--- src/shared/uie_pkg.sv ---
/*
 * uie_pkg: register map, field positions, reset values and identification
 * codes of the per-channel interrupt enable / identify block.
 * Assumes a 32-bit classic Wishbone register bus with byte addresses.
 */
package uie_pkg;

	// register byte addresses
	localparam logic [7:0] ADDR_IRQ_ENABLE = 8'h00;
	localparam logic [7:0] ADDR_IRQ_IDENT  = 8'h04;
	localparam logic [7:0] ADDR_PENDING    = 8'h08;

	// enable register bit positions
	localparam int EN_RX_DATA = 0;
	localparam int EN_TX_HOLD = 1;
	localparam int EN_LINE    = 2;
	localparam int EN_MODEM   = 3;
	localparam int EN_SLEEP   = 4;
	localparam int EN_XOFF    = 5;
	localparam int EN_RTS     = 6;
	localparam int EN_CTS     = 7;

	localparam logic [7:0] IRQ_ENABLE_RESET = 8'h00;

	// identification codes for bits 3:0
	localparam logic [3:0] ID_LINE    = 4'h6;
	localparam logic [3:0] ID_TIMEOUT = 4'hC;
	localparam logic [3:0] ID_RX_DATA = 4'h4;
	localparam logic [3:0] ID_TX_HOLD = 4'h2;
	localparam logic [3:0] ID_MODEM   = 4'h0;
	localparam logic [3:0] ID_NONE    = 4'h1;

	// identification register bit positions
	localparam int ID_XOFF_BIT   = 4;
	localparam int ID_FLOW_BIT   = 5;

	// source currently reported, in priority order
	typedef enum logic [2:0] {
		SRC_NONE    = 3'b000,
		SRC_LINE    = 3'b001,
		SRC_TIMEOUT = 3'b010,
		SRC_RX_DATA = 3'b011,
		SRC_TX_HOLD = 3'b100,
		SRC_MODEM   = 3'b101,
		SRC_XOFF    = 3'b110,
		SRC_FLOW    = 3'b111
	} uie_src_t;

endpackage : uie_pkg

--- src/verilog/uie_irq_ident.sv ---
/*
 * uie_irq_ident: interrupt enable register, prioritised identification
 * register and interrupt output of one UART channel, as a Wishbone slave.
 * Assumes source conditions come from the channel's FIFO, line and modem
 * logic as levels or one-cycle pulses on mclk, and that the enhanced
 * feature write enable, FIFO enable and interrupt output enable bits are
 * supplied by their owning registers outside.
 */
`timescale 1ns/1ps

// Operation
// six enableable sources: line error, rx, tx space, xoff, cts/rts, modem
// interrupt output asserts while any enabled source is pending
// enable bits 7,6,5 gate cts, rts and xoff; reset to zero
// enable bit 4 selects sleep mode; resets to zero
// enable bit 3 gates modem status interrupt; resets to zero
// enable bit 2 gates line status error interrupt; resets to zero
// enable bit 1 gates transmit holding interrupt; resets to zero
// enable bit 0 gates receive holding interrupt; resets to zero
// writes to enable bits 7:4 ignored unless enhanced write enable set
// re-enabling transmit interrupt raises nothing new below threshold
// identification register is 8-bit, read-only, priority-encoded
// identification bits 7 and 6 mirror the fifo enable bit
// identification bit 5 set on cts/rts low-to-high change
// identification bit 4 set on xoff or special character detect
// identification bit 0 is zero when pending, one when idle
// codes: line 0110, timeout 1100, rx 0100, tx 0010, modem 0000
// xoff priority 5 as bit 4; cts/rts priority 6 as bit 5
// interrupt output tri-stated when output control bit clear
// special character match sets identification bit 4
// modem change flags clear outside on modem status read
// report only highest pending source until serviced, then next
// reading identification while tx reported clears tx interrupt
module uie_irq_ident (
	// clock and reset
	input  wire logic        mclk,
	input  wire logic        nrst,
	// wishbone slave
	input  wire logic        wb_cyc_i,
	input  wire logic        wb_stb_i,
	input  wire logic        wb_we_i,
	input  wire logic [7:0]  wb_adr_i,
	input  wire logic [3:0]  wb_sel_i,
	input  wire logic [31:0] wb_dat_i,
	output logic      [31:0] wb_dat_o,
	output logic             wb_ack_o,
	// control bits owned elsewhere
	input  wire logic        enh_write_en,
	input  wire logic        fifo_enable,
	input  wire logic        irq_out_enable,
	// interrupt sources
	input  wire logic        line_error,
	input  wire logic        rx_timeout,
	input  wire logic        rx_data_ready,
	input  wire logic        tx_level_cross,
	input  wire logic        modem_change,
	input  wire logic        xoff_detect,
	input  wire logic        special_detect,
	input  wire logic        cts_rise,
	input  wire logic        rts_rise,
	// outputs
	output logic             sleep_mode,
	output logic             irq_o,
	output logic             irq_oe
);

	typedef struct packed {
		logic [7:0]  irq_en;
		logic        tx_pend;
		logic        xoff_pend;
		logic        cts_pend;
		logic        rts_pend;
		logic        irq;
		logic        ack;
		logic [31:0] rdata;
	} uie_state_t;

	uie_state_t          st_reg;
	uie_state_t          st_next;
	uie_pkg::uie_src_t   src;
	logic [7:0]          ident_val;
	logic [6:0]          pend_vec;
	logic                any_pend;
	logic                req;
	logic                en_write;
	logic                rd_ident;

	assign req       = wb_cyc_i & wb_stb_i & ~st_reg.ack;
	assign en_write  = req & wb_we_i & wb_sel_i[0]
		& (wb_adr_i == uie_pkg::ADDR_IRQ_ENABLE);
	assign rd_ident  = req & ~wb_we_i & (wb_adr_i == uie_pkg::ADDR_IRQ_IDENT);

	// gated sources, bit order follows priority
	always_comb begin
		pend_vec[0] = line_error     & st_reg.irq_en[uie_pkg::EN_LINE];
		pend_vec[1] = rx_timeout     & st_reg.irq_en[uie_pkg::EN_RX_DATA];
		pend_vec[2] = rx_data_ready  & st_reg.irq_en[uie_pkg::EN_RX_DATA];
		pend_vec[3] = st_reg.tx_pend & st_reg.irq_en[uie_pkg::EN_TX_HOLD];
		// flags clear outside when the modem status is read
		pend_vec[4] = modem_change   & st_reg.irq_en[uie_pkg::EN_MODEM];
		pend_vec[5] = st_reg.xoff_pend & st_reg.irq_en[uie_pkg::EN_XOFF];
		pend_vec[6] = (st_reg.cts_pend & st_reg.irq_en[uie_pkg::EN_CTS])
			| (st_reg.rts_pend & st_reg.irq_en[uie_pkg::EN_RTS]);
	end

	assign any_pend = |pend_vec;

	// priority encoder; lower index wins
	always_comb begin
		if (pend_vec[0]) begin
			src = uie_pkg::SRC_LINE;
		end else if (pend_vec[1]) begin
			src = uie_pkg::SRC_TIMEOUT;
		end else if (pend_vec[2]) begin
			src = uie_pkg::SRC_RX_DATA;
		end else if (pend_vec[3]) begin
			src = uie_pkg::SRC_TX_HOLD;
		end else if (pend_vec[4]) begin
			src = uie_pkg::SRC_MODEM;
		end else if (pend_vec[5]) begin
			src = uie_pkg::SRC_XOFF;
		end else if (pend_vec[6]) begin
			src = uie_pkg::SRC_FLOW;
		end else begin
			src = uie_pkg::SRC_NONE;
		end
	end

	always_comb begin
		ident_val = {{2{fifo_enable}}, 2'b00, uie_pkg::ID_NONE};
		case (src)
			uie_pkg::SRC_LINE: begin
				ident_val[3:0] = uie_pkg::ID_LINE;
			end
			uie_pkg::SRC_TIMEOUT: begin
				ident_val[3:0] = uie_pkg::ID_TIMEOUT;
			end
			uie_pkg::SRC_RX_DATA: begin
				ident_val[3:0] = uie_pkg::ID_RX_DATA;
			end
			uie_pkg::SRC_TX_HOLD: begin
				ident_val[3:0] = uie_pkg::ID_TX_HOLD;
			end
			uie_pkg::SRC_MODEM: begin
				ident_val[3:0] = uie_pkg::ID_MODEM;
			end
			uie_pkg::SRC_XOFF: begin
				ident_val[3:0] = uie_pkg::ID_MODEM;
				ident_val[uie_pkg::ID_XOFF_BIT] = 1'b1;
			end
			uie_pkg::SRC_FLOW: begin
				ident_val[3:0] = uie_pkg::ID_MODEM;
				ident_val[uie_pkg::ID_FLOW_BIT] = 1'b1;
			end
			uie_pkg::SRC_NONE: begin
				ident_val[3:0] = uie_pkg::ID_NONE;
			end
			default: begin
				ident_val[3:0] = uie_pkg::ID_NONE;
			end
		endcase
	end

	always_comb begin
		st_next     = st_reg;
		st_next.ack = req;
		// unmapped and write cycles read back zero
		st_next.rdata = 32'h0000_0000;
		if (req & ~wb_we_i) begin
			case (wb_adr_i)
				uie_pkg::ADDR_IRQ_ENABLE: begin
					st_next.rdata = {24'h00_0000, st_reg.irq_en};
				end
				uie_pkg::ADDR_IRQ_IDENT: begin
					st_next.rdata = {24'h00_0000, ident_val};
				end
				uie_pkg::ADDR_PENDING: begin
					st_next.rdata = {25'h000_0000, pend_vec};
				end
				default: begin
					st_next.rdata = 32'h0000_0000;
				end
			endcase
		end
		if (en_write) begin
			st_next.irq_en[3:0] = wb_dat_i[3:0];
			if (enh_write_en) begin
				st_next.irq_en[7:4] = wb_dat_i[7:4];
			end
		end
		// reading the id retires the reported one-shot source
		if (rd_ident) begin
			if (src == uie_pkg::SRC_TX_HOLD) begin
				st_next.tx_pend = 1'b0;
			end
			if (src == uie_pkg::SRC_XOFF) begin
				st_next.xoff_pend = 1'b0;
			end
			if (src == uie_pkg::SRC_FLOW) begin
				st_next.cts_pend = 1'b0;
				st_next.rts_pend = 1'b0;
			end
		end
		// sets come last so a same-cycle event beats the clear;
		// enable writes never touch tx_pend, so no fresh interrupt
		if (tx_level_cross) begin
			st_next.tx_pend = 1'b1;
		end
		if (xoff_detect | special_detect) begin
			st_next.xoff_pend = 1'b1;
		end
		if (cts_rise) begin
			st_next.cts_pend = 1'b1;
		end
		if (rts_rise) begin
			st_next.rts_pend = 1'b1;
		end
		st_next.irq = any_pend;
	end

	always_ff @(posedge mclk or negedge nrst) begin
		if (!nrst) begin
			st_reg           <= '0;
			st_reg.irq_en    <= uie_pkg::IRQ_ENABLE_RESET;
		end else begin
			st_reg <= st_next;
		end
	end

	assign wb_dat_o   = st_reg.rdata;
	assign wb_ack_o   = st_reg.ack;
	assign sleep_mode = st_reg.irq_en[uie_pkg::EN_SLEEP];
	// driven low while tri-stated so nothing floats inside
	assign irq_o      = st_reg.irq & irq_out_enable;
	assign irq_oe     = irq_out_enable;
endmodule : uie_irq_ident

--- config.mk ---
export PLATFORM = sky130hd
export DESIGN_NAME = uie_irq_ident
export DESIGN_NICKNAME = d
export VERILOG_FILES = /design/src/shared/uie_pkg.sv /design/src/verilog/uie_irq_ident.sv
export SDC_FILE = /design/constraint.sdc
export NUM_CORES = 1
export LEC_CHECK = 0
export BUFFER_PORTS_ARGS = -buffer_cell sky130_fd_sc_hd__buf_2
export CAP_MARGIN = 20
export CORE_MARGIN = 1
export CORE_UTILIZATION = 40
export CTS_BUF_LIST = sky130_fd_sc_hd__clkbuf_16
export DETAILED_ROUTE_END_ITERATION = 6
export HOLD_SLACK_MARGIN = 0.05
export PLACE_DENSITY = 0.82
export SLEW_MARGIN = 10
export SYNTH_ARGS = -nofsm -noshare
export SYNTH_HDL_FRONTEND = slang
export SYNTH_SLANG_ARGS = --single-unit
--- constraint.sdc ---
create_clock -name mclk -period 2.44 [get_ports mclk]
set_input_delay 0.61 -clock mclk [delete_from_list [all_inputs] [get_ports mclk]]
set_output_delay 0.61 -clock mclk [all_outputs]
set_load 0.05 [all_outputs]
[After elaboration in Yosys (flattened, before gate mapping)]
Index checks and enable logic that the tools add are counted.
Storage, ports and cells
  flip-flop bits (word level): 46
  input bits: 61
  output and inout bits: 36
  logic and storage cells: 75
Cells by class
  equal/unequal tests: 9
  mux-type cells: 20
  bitwise logic cells: 20
  reductions and logical operators: 17
Operators by type and width (number)
  32-bit two-way mux: 1
  4-bit case mux with 6 select lines: 1
  8-bit case mux with 3 select lines: 1
  3-bit two-way mux: 7
  1-bit bitwise AND: 16
  2-bit nonzero test: 8
  3-bit equality test (second input constant): 4
  2-bit AND reduction: 5
  8-bit by 3-bit equality test with 1-bit output (second input constant): 1
  8-bit by 4-bit equality test with 1-bit output (second input constant): 1
  8-bit zero test: 1
  1-bit two-way mux: 8
  7-bit OR reduction: 1
  3-bit by 2-bit equality test with 1-bit output (second input constant): 2
  4-bit two-way mux: 1
  3-bit by 1-bit equality test with 1-bit output (second input constant): 1
  3-bit zero test: 1
  3-bit OR reduction: 1
  2-bit two-way mux: 1
  1-bit inverter: 2
  1-bit bitwise OR: 2

[Longest topological paths before layout]
  depth in word-level cells: 14
  depth in mapped cells: 6
  gate-level depth less buffers: 5

[Worst setup path after synthesis]
Ideal clock, no wire load.
  path type: input-to-reg
  from: input wb_adr_i[1]
  to: register st_reg[38] in the netlist's numbering
  setup time: 0.125 ns
  arrival time: 1.990 ns
  data required time: 2.315 ns
  setup slack: 0.325 ns
  stages: 5
  path buffers: 1
  cell sequence: nor4_4 -> nand3b_2 -> or4_4 -> buf_6 -> mux2_4
On the way
  longest elaborated chain between the ends: 2
RTL lines
  start: declaration: line uie_irq_ident.sv:42  | input wire logic [7:0] wb_adr_i,
  8-bit zero test: line uie_irq_ident.sv:90  | & (wb_adr_i == uie_pkg::ADDR_IRQ_ENABLE);
  1-bit bitwise AND: line uie_irq_ident.sv:90
  end signal: assignment: line uie_irq_ident.sv:226  | st_reg <= st_next;
  end: declaration: line uie_irq_ident.sv:78  | uie_state_t st_reg;
Every way passes these cells.
A chain may end at the register's enable or synchronous reset.

[Final worst setup path]
  from: register st_reg[43] in the netlist's numbering
  to: register st_reg[37] in the netlist's numbering
On the way
  longest elaborated chain between the ends: 10
RTL lines
  1-bit bitwise AND: line uie_irq_ident.sv:101  | pend_vec[5] = st_reg.xoff_pend & st_reg.irq_en[uie_pkg::EN_XOFF];
  3-bit two-way mux: line uie_irq_ident.sv:120  | end else if (pend_vec[5]) begin
  3-bit two-way mux: line uie_irq_ident.sv:118  | end else if (pend_vec[4]) begin
  3-bit two-way mux: line uie_irq_ident.sv:116  | end else if (pend_vec[3]) begin
  3-bit two-way mux: line uie_irq_ident.sv:114  | end else if (pend_vec[2]) begin
  3-bit two-way mux: line uie_irq_ident.sv:112  | end else if (pend_vec[1]) begin
  3-bit two-way mux: line uie_irq_ident.sv:110  | if (pend_vec[0]) begin
  3-bit equality test: line uie_irq_ident.sv:193  | if (src == uie_pkg::SRC_TX_HOLD) begin
  2-bit nonzero test (no line)
  2-bit AND reduction (no line)
Every way passes these cells.

==> impl_metrics.json <==
{
  "hold_buffers": 0,
  "tns_ns": 0,
  "clkLatencyLatePin_ns": 0.25,
  "grt_max_degree": 23,
  "placementRows": 21,
  "vdd_drop_max_v": 0.000266,
  "fp.dieW_um": 61.5,
  "antenna_found_initial": 0,
  "grt_pass1_vias": 914,
  "critPathMaxFanout": 4,
  "final_cells": 231,
  "path_clk_slew_ns": 0.06,
  "overflow": 0,
  "place_area_um2": 1540,
  "port_buffers": 45,
  "p_leak_nw": 0.815,
  "core_area_um2": 3360,
  "hold_class": "input port to async pin",
  "critPathRequiredTime_ns": 2.57,
  "cts_buffers": 3,
  "viasPerCell": 4.69,
  "io_pins": 97,
  "dr.pass1.iters": 5,
  "p_per_area_nw_per_um2": 535,
  "grt_pass1_wl_um": 4200,
  "drive_gt1_share_pct": 34.1,
  "async_flop_share_pct": 100,
  "slew_viol_final": 0,
  "finalSetupViolations": 0,
  "post_cts_resized": 0,
  "ys_seq_elements": 22,
  "hold_viol": 0,
  "cts.sinks": 22,
  "h-tree-depth": 1,
  "grt_setup_unrepaired": "no",
  "antenna_left": 0,
  "drt-total-wl_um": 2740,
  "cts_tree": "done",
  "routabilityCongestion": 0.905,
  "hold_ws_ns": 0.313,
  "first_iter_violations": 56,
  "r2r_cells": 5,
  "crit_path_end_kind": "flop",
  "grtUsageTotal_pct": 15.6,
  "start_util_pct": 42.1,
  "syn_area_um2": 1420,
  "path_class": "flop to flop",
  "drc": 0,
  "hpwl_um": 2130,
  "clockBufferDepth": 2,
  "status": "completed",
  "reg2reg_slack_ns": 0.40,
  "layout_common_cells": "buf_2 (45), conb_1 (24), dfrtp_1 (22), nor2_1 (13), nand2_1 (11)",
  "finClkSkew_ns": 0.00126,
  "min_period_ns": 2.04,
  "synth_cells": 147,
  "final_area_um2": 1610,
  "syn2layout_area_growth_pct": 13.8,
  "synth_flop_cell": "dfrtp_1",
  "max_stage_delay_ns": 0.46,
  "dpl_worst_slack_ns": 0.227,
  "crit_chain": "a222oi_1 > nor2b_1 > or3_1 > o41ai_1 > nand2b_1",
  "syn_area_per_cell_um2": 9.64,
  "max_clock_freq_mhz": 490,
  "critPathLaunchType": "flop",
  "largest_register_ffs": 12,
  "cp_top_family": "compound AO/OA/AOI/OAI gates",
  "cts_setup_buffers": 0,
  "wire_per_inst_um": 11.9,
  "cp.buffers_inverters": 0,
  "worstPathArrival_ns": 2.17,
  "clock-root-buffer": "clkbuf_16",
  "worstSetupPathDepth": 5,
  "yosys_warnings": 0,
  "place_inst": 228,
  "num_vias": 1083,
  "ys_types": 38,
  "seq_area_frac_synth_pct": 38.9,
  "cap_violations": 0,
  "synth_edf_count": 0,
  "final_common_cell": "buf_2",
  "crit_path_top_delay_cell": "o41ai_1",
  "die-area_um2": 3780,
  "setup_slack_ns": 0.401,
  "nNetsFinal": 248,
  "antenna_cells": 0,
  "finalCritPeriodShare_pct": 83.6,
  "die_height_um": 61.5
}
==> stage by stage <==
stage / power (mW) / util [%]
detailed placement: 0.528 / 45.7
global placement: 0.528 / 45.7
global route: 0.897 / 47.9
floorplan: 0.515 / -
CTS: 0.866 / 47.9
finish: 0.863 / 47.9
==> metal layers <==
layer	global-route usage [%]	up-vias	wire [um]
li1	-	537	-
met1	20.7	479	1220
met2	25.5	62	1270
met5	0	-	0
met3	2.52	5	213
met4	5.71	0	40
==> layout make-up <==
type | count | area, um^2
multi-input cells | 111 | 681
clock buffers | 3 | 75.1
well taps | 46 | 57.6
inverters | 2 | 7.51
flip-flops and latches | 22 | 551
repair buffers | 47 | 240
fillers | 341 | 1750
==> power by group <==
part / switching (mW) / internal, mW / leakage (nW) / total [mW]
combinational: 0.122 / 0.0305 / 0.493 / 0.153
clock: 0.125 / 0.216 / 0.0370 / 0.341
sequential: 0.00147 / 0.367 / 0.285 / 0.369
==> final timing paths <==
check,startpoint,end
setup / recovery,st_reg[43],st_reg[37]
hold / removal,nrst,wb_dat_o[4]
setup reg to reg,st_reg[43],st_reg[37]
hold reg to reg,st_reg[34],st_reg[34]
max in group asynchronous,nrst,wb_dat_o[6]
min in group mclk,st_reg[34],st_reg[34]
==> worst reg2reg max path, delay by kind of cell (launching register included) <==
| kind | cells | cell delay (ns) |
|---|---|---|
| AO/OA/AOI/OAI | 2 | 0.90 |
| AND/OR/NAND/NOR | 3 | 0.60 |
| flip-flops | 1 | 0.42 |
==> logic make-up (layout without fill, tap and decap cells) <==
| group | after synthesis | in the layout | share of synthesized area (%) |
|---|---|---|---|
| buffers and inverters | 37 | 52 | 19.2 |
| and+or+nand+nor | 47 | 47 | 17.7 |
| muxes | 11 | 11 | 9.54 |
| DFF | 22 | 22 | 38.9 |
| AOI/OAI and AO/OA | 29 | 29 | 14.5 |
| other | 1 | 24 | 0.265 |
==> cell usage after synthesis (all sizes together), types with 2 or more instances <==
cell / n / area, um^2
dfrtp: 22 / 551
and2: 3 / 18.8
nor2: 13 / 48.8
mux2: 8 / 105
a21o: 4 / 30.0
a21oi: 9 / 45.0
nor2b: 3 / 18.8
mux2i: 3 / 30.0
nor4: 2 / 27.5
nand3: 6 / 30.0
a22oi: 2 / 15.0
a2bb2oi: 2 / 17.5
buf: 35 / 264
nand3b: 2 / 18.8
nand2: 11 / 41.3
nor3: 3 / 15.0
o21ai: 3 / 15.0
Note: power is estimated with default switching activity, not from simulation.
